### src/common/dbts_pkg.sv
// constants and types shared by the dma transfer sequencer
package dbts_pkg;
  // ---------------------------------------------------------------
  // register indices (byte address is four times the index)
  // ---------------------------------------------------------------
  localparam logic [7:0] IDX_CH0_SRC_H = 8'h34;
  localparam logic [7:0] IDX_CH0_SRC_L = 8'h35;
  localparam logic [7:0] IDX_CH0_DST_H = 8'h36;
  localparam logic [7:0] IDX_CH0_DST_L = 8'h37;
  localparam logic [7:0] IDX_CH0_CTRL = 8'h38;
  localparam logic [7:0] IDX_CH0_BLEN = 8'h39;
  localparam logic [7:0] IDX_CH0_BCNT = 8'h3b;
  localparam logic [7:0] IDX_CH1_SRC_H = 8'h3c;
  localparam logic [7:0] IDX_CH1_SRC_L = 8'h3d;
  localparam logic [7:0] IDX_CH1_DST_H = 8'h3e;
  localparam logic [7:0] IDX_CH1_DST_L = 8'h3f;
  localparam logic [7:0] IDX_CH1_CTRL = 8'h40;
  localparam logic [7:0] IDX_CH1_BLEN = 8'h41;
  localparam logic [7:0] IDX_CH1_BCNT = 8'h43;
  localparam logic [7:0] IDX_CH2_SRC_H = 8'h44;
  localparam logic [7:0] IDX_CH2_SRC_L = 8'h45;
  localparam logic [7:0] IDX_CH2_DST_H = 8'h46;
  localparam logic [7:0] IDX_CH2_DST_L = 8'h47;
  localparam logic [7:0] IDX_CH2_CTRL = 8'h48;
  localparam logic [7:0] IDX_CH2_BLEN = 8'h49;
  localparam logic [7:0] IDX_CH2_BCNT = 8'h4b;
  localparam logic [7:0] IDX_GCTL1 = 8'h4c;
  localparam logic [7:0] IDX_GSTAT = 8'h4d;
  localparam logic [7:0] IDX_GCTL2 = 8'h4e;
  localparam logic [7:0] CH_STRIDE = IDX_CH1_SRC_H - IDX_CH0_SRC_H;
  localparam logic [7:0] SUB_SRC_L = IDX_CH0_SRC_L - IDX_CH0_SRC_H;
  localparam logic [7:0] SUB_DST_H = IDX_CH0_DST_H - IDX_CH0_SRC_H;
  localparam logic [7:0] SUB_DST_L = IDX_CH0_DST_L - IDX_CH0_SRC_H;
  localparam logic [7:0] SUB_CTRL = IDX_CH0_CTRL - IDX_CH0_SRC_H;
  localparam logic [7:0] SUB_BLEN = IDX_CH0_BLEN - IDX_CH0_SRC_H;
  localparam logic [7:0] SUB_BCNT = IDX_CH0_BCNT - IDX_CH0_SRC_H;
  // ---------------------------------------------------------------
  // field positions and reset values
  // ---------------------------------------------------------------
  localparam int CTRL_SRC_MODE_LSB = 6;
  localparam int CTRL_DST_MODE_LSB = 4;
  localparam int CTRL_BWS_BIT = 3;
  localparam int GSTAT_IFC_LSB = 0;
  localparam int NUM_CH = 3;
  localparam int NUM_SRC = 8;
  localparam logic [1:0] MODE_STATIC = 2'h0;
  localparam logic [1:0] MODE_INC = 2'h1;
  localparam logic [1:0] MODE_DEC = 2'h2;
  localparam logic [7:0] REG_RST = 8'h00;
  localparam logic [31:0] RDATA_RST = 32'h00000000;
  // ---------------------------------------------------------------
  // sequencer states, one per bus state of a transfer
  // ---------------------------------------------------------------
  typedef enum logic [3:0] {
    ST_IDLE, ST_DETECT, ST_ARB, ST_CTRL, ST_SCALC, ST_SRD, ST_LATCH,
    ST_DWR, ST_WDRV, ST_HSRD, ST_HLATCH, ST_HDWR, ST_HWDRV,
    ST_REL_A, ST_REL_D
  } dbts_state_t;
endpackage : dbts_pkg

### src/common/dbts_arb_if.sv
// channel request and grant between sequencer and arbiter
`timescale 1ns/1ps
interface dbts_arb_if;
  logic [2:0] req;
  logic go;
  logic [1:0] gnt_ch;
  logic gnt_vld;
  modport arb (input req, input go, output gnt_ch, output gnt_vld);
  modport seq (output req, output go, input gnt_ch, input gnt_vld);
endinterface : dbts_arb_if

### src/hdl/dbts_arb.sv
// fixed priority channel arbiter, channel 0 highest
`timescale 1ns/1ps
module dbts_arb
  import dbts_pkg::*;
(
  input wire logic clk,
  input wire logic rst_n,
  dbts_arb_if.arb ai
);
  // ---------------------------------------------------------------
  // grant register
  // ---------------------------------------------------------------
  logic [1:0] gnt_ch_q;
  logic gnt_vld_q;

  always_ff @(posedge clk) begin
    if (!rst_n) begin
      gnt_ch_q <= 2'h0;
      gnt_vld_q <= 1'b0;
    end else if (ai.go) begin
      gnt_vld_q <= |ai.req;
      if (ai.req[0]) begin
        gnt_ch_q <= 2'h0;
      end else if (ai.req[1]) begin
        gnt_ch_q <= 2'h1;
      end else begin
        gnt_ch_q <= 2'h2;
      end
    end
  end

  assign ai.gnt_ch = gnt_ch_q;
  assign ai.gnt_vld = gnt_vld_q;
endmodule : dbts_arb

### src/hdl/dbts_seq.sv
// three channel dma transfer sequencer with apb registers
//
// Design decision made here: the APB slave port.
`timescale 1ns/1ps
// Functional notes
// [RQ1] take address, data, rw bus from cpu
// [RQ2] hold cpu clock stopped during transfer
// [RQ3] cpu state untouched, resumes after release
// [RQ4] states 1-3: detect, arbitrate, control
// [RQ5] state 4: compute and latch source address
// [RQ6] state 5: source read, latch destination
// [RQ7] state 6: latch data, count byte
// [RQ8] state 7: destination write, length minus count
// [RQ9] zero difference clears channel transfer enable
// [RQ10] zero difference with irq enable interrupts
// [RQ11] state 8: drive data, complete write
// [RQ12] release address/rw in 9, data in 10
// [RQ13] word: same start, low source address
// [RQ14] word 5-7: low byte read and write
// [RQ15] word 8: drive low data, high source
// [RQ16] word 9-10: high read, latch, count
// [RQ17] word 11: high write, completion check
// [RQ18] word 12 write, release 13 and 14
// [RQ19] byte ten states, word fourteen states
// [RQ20] software picks byte or word per channel
// [RQ21] word length programmed as twice words
// [RQ22] cpu clock stop changes glitch free
module dbts_seq
  import dbts_pkg::*;
(
  input wire logic SYS_CLK,
  input wire logic RST_N,
  input wire logic PSEL,
  input wire logic PENABLE,
  input wire logic PWRITE,
  input wire logic [11:0] PADDR,
  input wire logic [31:0] PWDATA,
  output logic [31:0] PRDATA,
  output logic PREADY,
  output logic PSLVERR,
  input wire logic [7:0] XFER_SRC_REQ,
  input wire logic [7:0] DATA_BUS_IN,
  output logic [15:0] ADDR_BUS_OUT,
  output logic ADDR_BUS_OE,
  output logic RW_OUT,
  output logic RW_OE,
  output logic [7:0] DATA_BUS_OUT,
  output logic DATA_BUS_OE,
  output logic CPU_CLK_STOP,
  output logic CPU_IRQ
);
  // ---------------------------------------------------------------
  // storage
  // ---------------------------------------------------------------
  logic [7:0] src_h_q [NUM_CH];
  logic [7:0] src_l_q [NUM_CH];
  logic [7:0] dst_h_q [NUM_CH];
  logic [7:0] dst_l_q [NUM_CH];
  logic [7:0] ctrl_q [NUM_CH];
  logic [7:0] blen_q [NUM_CH];
  logic [7:0] bcnt_q [NUM_CH];
  logic [7:0] gctl1_q;
  logic [7:0] gstat_q;
  logic [7:0] gctl2_q;
  logic [7:0] req_s1_q;
  logic [7:0] req_s2_q;
  dbts_state_t state_q;
  dbts_state_t state_d;
  logic [1:0] ch_q;
  logic word_q;
  logic [15:0] src_tmp_q;
  logic [15:0] dst_tmp_q;
  logic [7:0] data_tmp_q;
  logic pready_q;
  logic [31:0] prdata_q;
  logic pslverr_q;
  logic [15:0] addr_q;
  logic addr_oe_q;
  logic rw_q;
  logic [7:0] data_q;
  logic data_oe_q;
  logic clk_stop_q;
  logic irq_q;
  logic [2:0] ch_req;
  logic seq_inc;
  logic seq_chk;
  logic diff_zero;
  logic [15:0] src_calc;
  logic [15:0] dst_calc;
  logic apb_acc;
  logic apb_wr;
  logic [7:0] idx;
  logic [7:0] wbyte;

  dbts_arb_if ai ();

  dbts_arb u_arb (
    .clk(SYS_CLK),
    .rst_n(RST_N),
    .ai(ai)
  );

  // ---------------------------------------------------------------
  // functions
  // ---------------------------------------------------------------
  function automatic logic [15:0] addr_calc(input logic [7:0] hi,
      input logic [7:0] lo, input logic [1:0] mode, input logic [7:0] cnt);
    logic [15:0] base;
    base = {hi, lo};
    if (mode == MODE_INC) begin
      addr_calc = base + {8'h00, cnt};
    end else if (mode == MODE_DEC) begin
      addr_calc = base - {8'h00, cnt};
    end else begin
      addr_calc = base;
    end
  endfunction : addr_calc

  function automatic logic is_chan(input logic [7:0] i);
    is_chan = (i >= IDX_CH0_SRC_H) && (i < IDX_GCTL1);
  endfunction : is_chan

  function automatic logic [1:0] chan_of(input logic [7:0] i);
    logic [7:0] rel;
    rel = i - IDX_CH0_SRC_H;
    chan_of = 2'(rel / CH_STRIDE);
  endfunction : chan_of

  function automatic logic [7:0] sub_of(input logic [7:0] i);
    logic [7:0] rel;
    rel = i - IDX_CH0_SRC_H;
    sub_of = rel % CH_STRIDE;
  endfunction : sub_of

  function automatic logic tec_of(input logic [7:0] g, input logic [1:0] c);
    tec_of = g[{c, 1'b1}];
  endfunction : tec_of

  function automatic logic iec_of(input logic [7:0] g, input logic [1:0] c);
    iec_of = g[{c, 1'b0}];
  endfunction : iec_of

  // ---------------------------------------------------------------
  // request sources and channel requests
  // ---------------------------------------------------------------
  always_ff @(posedge SYS_CLK) begin
    if (!RST_N) begin
      req_s1_q <= REG_RST;
      req_s2_q <= REG_RST;
    end else begin
      req_s1_q <= XFER_SRC_REQ;
      req_s2_q <= req_s1_q;
    end
  end

  always_comb begin
    for (int c = 0; c < NUM_CH; c++) begin
      ch_req[c] = tec_of(gctl1_q, 2'(c)) &&
          (req_s2_q[ctrl_q[c][2:0]] || gctl2_q[ctrl_q[c][2:0]]);
    end
  end

  assign ai.req = ch_req;
  assign ai.go = (state_q == ST_DETECT);

  // ---------------------------------------------------------------
  // address and completion arithmetic
  // ---------------------------------------------------------------
  assign src_calc = addr_calc(src_h_q[ch_q], src_l_q[ch_q],
      ctrl_q[ch_q][CTRL_SRC_MODE_LSB +: 2], bcnt_q[ch_q]);
  assign dst_calc = addr_calc(dst_h_q[ch_q], dst_l_q[ch_q],
      ctrl_q[ch_q][CTRL_DST_MODE_LSB +: 2], bcnt_q[ch_q]);
  assign seq_inc = (state_q == ST_LATCH) || (state_q == ST_HLATCH);
  assign seq_chk = (state_q == ST_DWR) || (state_q == ST_HDWR);
  // [RQ8] length minus count
  assign diff_zero = ((blen_q[ch_q] - bcnt_q[ch_q]) == REG_RST);

  // ---------------------------------------------------------------
  // apb slave, one wait state
  // ---------------------------------------------------------------
  assign apb_acc = PSEL && PENABLE;
  assign apb_wr = apb_acc && pready_q && PWRITE;
  assign idx = PADDR[9:2];
  assign wbyte = PWDATA[7:0];

  always_ff @(posedge SYS_CLK) begin
    if (!RST_N) begin
      pready_q <= 1'b0;
      prdata_q <= RDATA_RST;
      pslverr_q <= 1'b0;
    end else begin
      pready_q <= apb_acc && !pready_q;
      pslverr_q <= apb_acc && !pready_q && ((PADDR[1:0] != 2'h0) ||
          (PADDR[11:10] != 2'h0) || !(is_chan(idx) ||
          (idx >= IDX_GCTL1 && idx <= IDX_GCTL2)) ||
          (is_chan(idx) && sub_of(idx) == SUB_BLEN + 8'h01));
      prdata_q <= RDATA_RST;
      if (apb_acc && !pready_q && !PWRITE) begin
        if (idx == IDX_GCTL1) begin
          prdata_q[7:0] <= gctl1_q;
        end else if (idx == IDX_GSTAT) begin
          prdata_q[7:0] <= gstat_q;
        end else if (idx == IDX_GCTL2) begin
          prdata_q[7:0] <= gctl2_q;
        end else if (is_chan(idx)) begin
          case (sub_of(idx))
            8'h00: prdata_q[7:0] <= src_h_q[chan_of(idx)];
            SUB_SRC_L: prdata_q[7:0] <= src_l_q[chan_of(idx)];
            SUB_DST_H: prdata_q[7:0] <= dst_h_q[chan_of(idx)];
            SUB_DST_L: prdata_q[7:0] <= dst_l_q[chan_of(idx)];
            SUB_CTRL: prdata_q[7:0] <= ctrl_q[chan_of(idx)];
            SUB_BLEN: prdata_q[7:0] <= blen_q[chan_of(idx)];
            SUB_BCNT: prdata_q[7:0] <= bcnt_q[chan_of(idx)];
            default: prdata_q[7:0] <= REG_RST;
          endcase
        end
      end
    end
  end

  // ---------------------------------------------------------------
  // channel registers
  // ---------------------------------------------------------------
  always_ff @(posedge SYS_CLK) begin
    if (!RST_N) begin
      for (int c = 0; c < NUM_CH; c++) begin
        src_h_q[c] <= REG_RST;
        src_l_q[c] <= REG_RST;
        dst_h_q[c] <= REG_RST;
        dst_l_q[c] <= REG_RST;
        ctrl_q[c] <= REG_RST;
        blen_q[c] <= REG_RST;
        bcnt_q[c] <= REG_RST;
      end
    end else begin
      if (apb_wr && is_chan(idx)) begin
        case (sub_of(idx))
          8'h00: src_h_q[chan_of(idx)] <= wbyte;
          SUB_SRC_L: src_l_q[chan_of(idx)] <= wbyte;
          SUB_DST_H: dst_h_q[chan_of(idx)] <= wbyte;
          SUB_DST_L: dst_l_q[chan_of(idx)] <= wbyte;
          SUB_CTRL: ctrl_q[chan_of(idx)] <= wbyte;
          SUB_BLEN: blen_q[chan_of(idx)] <= wbyte;
          SUB_BCNT: bcnt_q[chan_of(idx)] <= wbyte;
          default: ;
        endcase
      end
      // [RQ7] count moved byte
      if (seq_inc) begin
        bcnt_q[ch_q] <= bcnt_q[ch_q] + 8'h01;
      end
    end
  end

  // ---------------------------------------------------------------
  // global control and status
  // ---------------------------------------------------------------
  always_ff @(posedge SYS_CLK) begin
    if (!RST_N) begin
      gctl1_q <= REG_RST;
      gstat_q <= REG_RST;
      gctl2_q <= REG_RST;
    end else begin
      if (apb_wr && idx == IDX_GCTL1) begin
        gctl1_q <= wbyte;
      end
      if (apb_wr && idx == IDX_GCTL2) begin
        gctl2_q <= wbyte;
      end
      if (apb_wr && idx == IDX_GSTAT) begin
        gstat_q <= {wbyte[7:3], gstat_q[2:0] & wbyte[2:0]};
      end
      // [RQ9] completion clears enable
      if (seq_chk && diff_zero) begin
        gctl1_q[{ch_q, 1'b1}] <= 1'b0;
        gstat_q[GSTAT_IFC_LSB + 32'(ch_q)] <= 1'b1;
      end
    end
  end

  // [RQ10] flagged and enabled raises irq
  always_ff @(posedge SYS_CLK) begin
    if (!RST_N) begin
      irq_q <= 1'b0;
    end else begin
      irq_q <= |(gstat_q[2:0] & {gctl1_q[4], gctl1_q[2], gctl1_q[0]});
    end
  end

  // ---------------------------------------------------------------
  // transfer state machine
  // ---------------------------------------------------------------
  always_comb begin
    state_d = state_q;
    case (state_q)
      // [RQ4] detect, arbitrate, control
      ST_IDLE: state_d = (|ch_req) ? ST_DETECT : ST_IDLE;
      ST_DETECT: state_d = ST_ARB;
      ST_ARB: state_d = ai.gnt_vld ? ST_CTRL : ST_REL_D;
      ST_CTRL: state_d = ST_SCALC;
      ST_SCALC: state_d = ST_SRD;
      ST_SRD: state_d = ST_LATCH;
      ST_LATCH: state_d = ST_DWR;
      ST_DWR: state_d = ST_WDRV;
      // [RQ19] word adds four states
      ST_WDRV: state_d = word_q ? ST_HSRD : ST_REL_A;
      ST_HSRD: state_d = ST_HLATCH;
      ST_HLATCH: state_d = ST_HDWR;
      ST_HDWR: state_d = ST_HWDRV;
      ST_HWDRV: state_d = ST_REL_A;
      ST_REL_A: state_d = ST_REL_D;
      ST_REL_D: state_d = ST_IDLE;
      default: state_d = ST_IDLE;
    endcase
  end

  always_ff @(posedge SYS_CLK) begin
    if (!RST_N) begin
      state_q <= ST_IDLE;
      ch_q <= 2'h0;
      word_q <= 1'b0;
      src_tmp_q <= 16'h0000;
      dst_tmp_q <= 16'h0000;
      data_tmp_q <= REG_RST;
    end else begin
      state_q <= state_d;
      case (state_q)
        ST_CTRL: begin
          ch_q <= ai.gnt_ch;
          // [RQ20] byte or word per channel
          word_q <= ctrl_q[ai.gnt_ch][CTRL_BWS_BIT];
        end
        // [RQ5] [RQ13] latch source address
        ST_SCALC: src_tmp_q <= src_calc;
        // [RQ6] latch destination address
        ST_SRD: dst_tmp_q <= dst_calc;
        // [RQ7] [RQ14] latch read data
        ST_LATCH: data_tmp_q <= DATA_BUS_IN;
        // [RQ15] high byte source address
        ST_WDRV: begin
          if (word_q) begin
            src_tmp_q <= src_calc;
          end
        end
        // [RQ16] high destination, then data
        ST_HSRD: dst_tmp_q <= dst_calc;
        ST_HLATCH: data_tmp_q <= DATA_BUS_IN;
        default: ;
      endcase
    end
  end

  // ---------------------------------------------------------------
  // cpu bus drive, registered from next state
  // ---------------------------------------------------------------
  always_ff @(posedge SYS_CLK) begin
    if (!RST_N) begin
      addr_q <= 16'h0000;
      addr_oe_q <= 1'b0;
      rw_q <= 1'b1;
    end else begin
      // [RQ1] [RQ12] [RQ18] own then release address
      addr_oe_q <= (state_d inside {ST_SRD, ST_LATCH, ST_DWR, ST_WDRV,
          ST_HSRD, ST_HLATCH, ST_HDWR, ST_HWDRV});
      // [RQ8] [RQ14] [RQ17] write phase
      rw_q <= !(state_d inside {ST_DWR, ST_WDRV, ST_HDWR, ST_HWDRV});
      if (state_d == ST_SRD || state_d == ST_HSRD) begin
        addr_q <= src_calc;
      end else if (state_d == ST_DWR || state_d == ST_HDWR) begin
        addr_q <= dst_tmp_q;
      end
    end
  end

  always_ff @(posedge SYS_CLK) begin
    if (!RST_N) begin
      data_q <= REG_RST;
      data_oe_q <= 1'b0;
    end else begin
      // [RQ11] [RQ18] drive write data
      data_oe_q <= (state_d inside {ST_WDRV, ST_HWDRV, ST_REL_A});
      if (state_d == ST_WDRV || state_d == ST_HWDRV) begin
        data_q <= data_tmp_q;
      end
    end
  end

  // [RQ2] [RQ3] [RQ22] clock stop enable flop
  always_ff @(posedge SYS_CLK) begin
    if (!RST_N) begin
      clk_stop_q <= 1'b0;
    end else begin
      clk_stop_q <= (state_d != ST_IDLE);
    end
  end

  assign PRDATA = prdata_q;
  assign PREADY = pready_q;
  assign PSLVERR = pslverr_q;
  assign ADDR_BUS_OUT = addr_q;
  assign ADDR_BUS_OE = addr_oe_q;
  assign RW_OUT = rw_q;
  assign RW_OE = addr_oe_q;
  assign DATA_BUS_OUT = data_q;
  assign DATA_BUS_OE = data_oe_q;
  assign CPU_CLK_STOP = clk_stop_q;
  assign CPU_IRQ = irq_q;
endmodule : dbts_seq

### config.mk
export PLATFORM = sky130hd
export DESIGN_NAME = dbts_seq
export DESIGN_NICKNAME = d
export VERILOG_FILES = /design/src/common/dbts_pkg.sv /design/src/common/dbts_arb_if.sv /design/src/hdl/dbts_arb.sv /design/src/hdl/dbts_seq.sv
export SDC_FILE = /design/constraint.sdc
export NUM_CORES = 1
export LEC_CHECK = 0
export ABC_CLOCK_PERIOD_IN_PS = 6200
export BUFFER_PORTS_ARGS = -buffer_cell sky130_fd_sc_hd__buf_2
export CORE_UTILIZATION = 38
export CTS_BUF_LIST = sky130_fd_sc_hd__clkbuf_8
export DETAILED_ROUTE_END_ITERATION = 12
export REMOVE_ABC_BUFFERS = 1
export SYNTH_ARGS = -nofsm -noshare
export SYNTH_HDL_FRONTEND = slang
export SYNTH_SLANG_ARGS = --single-unit
### constraint.sdc
create_clock -name SYS_CLK -period 6.2 [get_ports SYS_CLK]
set_clock_uncertainty 0.05 [all_clocks]
set_input_delay 0.31 -clock SYS_CLK [delete_from_list [all_inputs] [get_ports SYS_CLK]]
set_output_delay 0.31 -clock SYS_CLK [all_outputs]
set_load 0.05 [all_outputs]
==> results.cfg <==
[timing]
worst_slack_ns = 2.12
finalHoldViolations = 0
timing.final.crit_share = 0.658
max_clock_freq_mhz = 245
count_of_pins_over_their_slew_limit = 0
unrepaired_setup_endpoints_after_global_routing = false
fin_setup_tns_ns = 0
worst-slew-pin-transition_ns = 1.24
max_slew_margin = 0.168
finalCriticalPeriod_ns = 4.08
setup_violations = 0
timing.hold.ws_ns = 0.171

[clocking]
clk_tree_root_cell = clkbuf_8
tritoncts = yes
cts_repair_resize_count = 0
clock_transition_at_the_register_clock_pins_on_the_worst_setup_and_hold_paths_after_cts_ns = 0.06
clock_tree.htree_level_count = 2
cts_sinks = 339
clk_path_buf_depth = 3
cts-buffers-inserted = 56
worst_skew_pair.late_latency_ns = 0.66
cts_setup_buffers = 0

[finish]
num_antenna_cells = 0
final-instance-count-excl-fill = 2386
commonest_cells_after_routing_fill_and_taps_aside = 224 x edfxtp_1, 167 x and2_1, 121 x nor2_1, 113 x dfxtp_1, 100 x mux4_2
layout_commonest_cell = edfxtp_1
design_area_sq_um = 20800
syn2layout_area_growth_pct = 11.2
final.fill_count = 4529
layout.nets = 1803
layout-drive-gt1-share = 0.176

[logic_synthesis]
synth_top_area_share = 0.360
synth-edff-count = 224
sequential_area_share_after_synthesis = 0.483
syn_area_sq_um = 18700
postSynthAreaPerCell_sq_um = 11.7
synthDominantAreaCellType = edfxtp_1
number_of_warning_messages_in_the_yosys_log = 0
netlist-cell-type-count = 79
postSynthCellCount = 1605
synthFlopType = edfxtp_1
top_area_cells_in_the_synthesized_netlist = edfxtp_1 36%, dfxtp_1 12%, mux4_2 12%, and2_1 5.6%, mux2i_1 3.3%
synth-seq-cells = 339
postSynth.asyncResetShare = 0

[route]
drt_drc_violations_left = 0
routed_wl_um = 56100
firstDrtPassIters = 6
route.antenna.remaining_nets = 0
num_vias = 13754
avgRoutedWirePerCell_um = 23.5
drt-vias-per-instance = 5.76
first_iter_violations = 1313

[grt]
first_global_vias = 13378
grt.overflow.total = 0
grt_antenna_before_repair = 1
global_route_wire_length_before_repair_um = 83500
grt_max_degree = 68
grt_use_total = 0.225

[critical_path]
critical_path.max_fanout = 19
cp_data_required_time_ns = 6.43
worst_r2r_startpoint = state_q[3]
timing.critical_path.cells = nor2b_1, o21a_1, nor2b_2, nand3_1, o211ai_1
critical-path-max-stage-delay_ns = 1.01
worstSetupPathType = flop to flop
worst_setup_path_end_kind = flop
startpoint = state_q[3]
arrival_ns = 4.31
timing.critical_path.slowest_stage_cell = nor2b_2
worstSetupStartpointType = flop

[power_and_ir_drop]
total_leakage_power_uw = 0.00749
peakVddDrop_mv = 0.154
cellPowerDensity_nw_per_um2 = 259

[floorplanning]
initial_core_util = 0.389
die_w_um = 224
floorplan.core_area_sq_um = 48100
row_count = 80
die_h_um = 224
ioPinCount = 129
area_of_the_die_sq_um = 50100

[place]
placement_stage_cell_area_sq_um = 19600
dp_cells = 2269
placement.io_buffers = 80
dpl_worst_slack_ns = 2.07
place.gp.congestion = 0.918
hpwlAfterDp_um = 39300

[hold_path]
hold_class = input pin to flop
timing.hold.worst.start = PSEL

[outcome]
status = finished clean

[run]
maxCapViolCount = 0
[per-layer routing]
layer	vias to the layer above	GRT usage	wire [um]
li1	6155	-	-
met1	6818	0.314	24200
met2	654	0.337	24800
met3	125	0.0569	5340
met4	2	0.0800	1730
met5	-	0	13
[cell usage after synthesis (27+ instances only)]
cell / number
a21oi_1: 71
and2_1: 167
buf_4: 32
clkbuf_1: 66
dfxtp_1: 115
edfxtp_1: 224
ha_1: 42
inv_1: 41
mux2i_1: 61
mux4_2: 100
nand2_1: 90
nand3_1: 27
nor2_1: 121
o21ai_0: 57
o22ai_1: 36
xnor2_1: 27
[report_power, final]
group / leakage [uW] / internal [uW] / switching [uW]
combinational: 0.00374 / 328 / 676
clock: 0.000570 / 880 / 920
sequential: 0.00319 / 2500 / 80.7
total: 0.00749 / 3710 / 1680
[cell type report]
class / instances / area (sq um) / area share
clock buffers: 60 / 826 / 0.0397
clock inverters: 36 / 146 / 0.00704
inverters: 42 / 158 / 0.00758
multi-input cells: 1125 / 8990 / 0.432
flip-flops and latches: 339 / 9030 / 0.434
well taps: 656 / 821 / 0.0395
repair buffers: 128 / 826 / 0.0397
[final timing paths]
| check | to | slack [ns] | cells after the start |
|---|---|---|---|
| max | bcnt_q[2][3] | 2.12 | 5 |
| min | PRDATA[7] | 0.17 | 4 |
| max reg2reg | bcnt_q[2][3] | 2.12 | 5 |
| min reg2reg | req_s2_q[2] | 0.39 | 1 |
[state kept, by name (all words and copies together), names as in the netlist, 4 cells and up, named ones only]
register / cells
bcnt_q: 32
blen_q: 32
ctrl_q: 32
dst_h_q: 32
dst_l_q: 32
src_h_q: 32
src_l_q: 32
ADDR_BUS_OUT: 16
dst_tmp_q: 16
DATA_BUS_OUT: 8
PRDATA: 8
data_tmp_q: 8
gctl1_q: 8
gctl2_q: 8
gstat_q: 8
req_s1_q: 8
req_s2_q: 8
state_q: 4
[metrics by stage]
step / utilization / total power, uW
4_1_cts: 0.432 / 5410
2_1_floorplan: - / 3290
5_1_grt: 0.432 / 5590
3_5_place_dp: 0.408 / 3610
6_report: 0.432 / 5390
3_3_place_gp: 0.408 / 3600
[critical path: cells and delay by family, from the launching register on]
family,cells,cell delay (ns)
simple gates,3,2.01
flops,1,0.51
compound gates,2,1.13
[what timing repair did]
item / 4_1_cts / 5_1_grt
hold buffers: 21 / 0
setup endpoints to repair: 0 / 0
endpoints found under the hold margin: 19 / 0
[kinds of logic (layout without fill, tap and decap cells)]
kind of cell	Yosys count	after routing	share of synthesized area
fa+ha+maj	46	46	0.0324
simple gates	529	529	0.148
buf+inv	164	266	0.0419
flops	339	339	0.483
mux	174	174	0.166
other cells	1	24	0.000200
compound gates	319	319	0.113
xor+xnor	33	33	0.0155
Power figures use the tool's default switching activity.
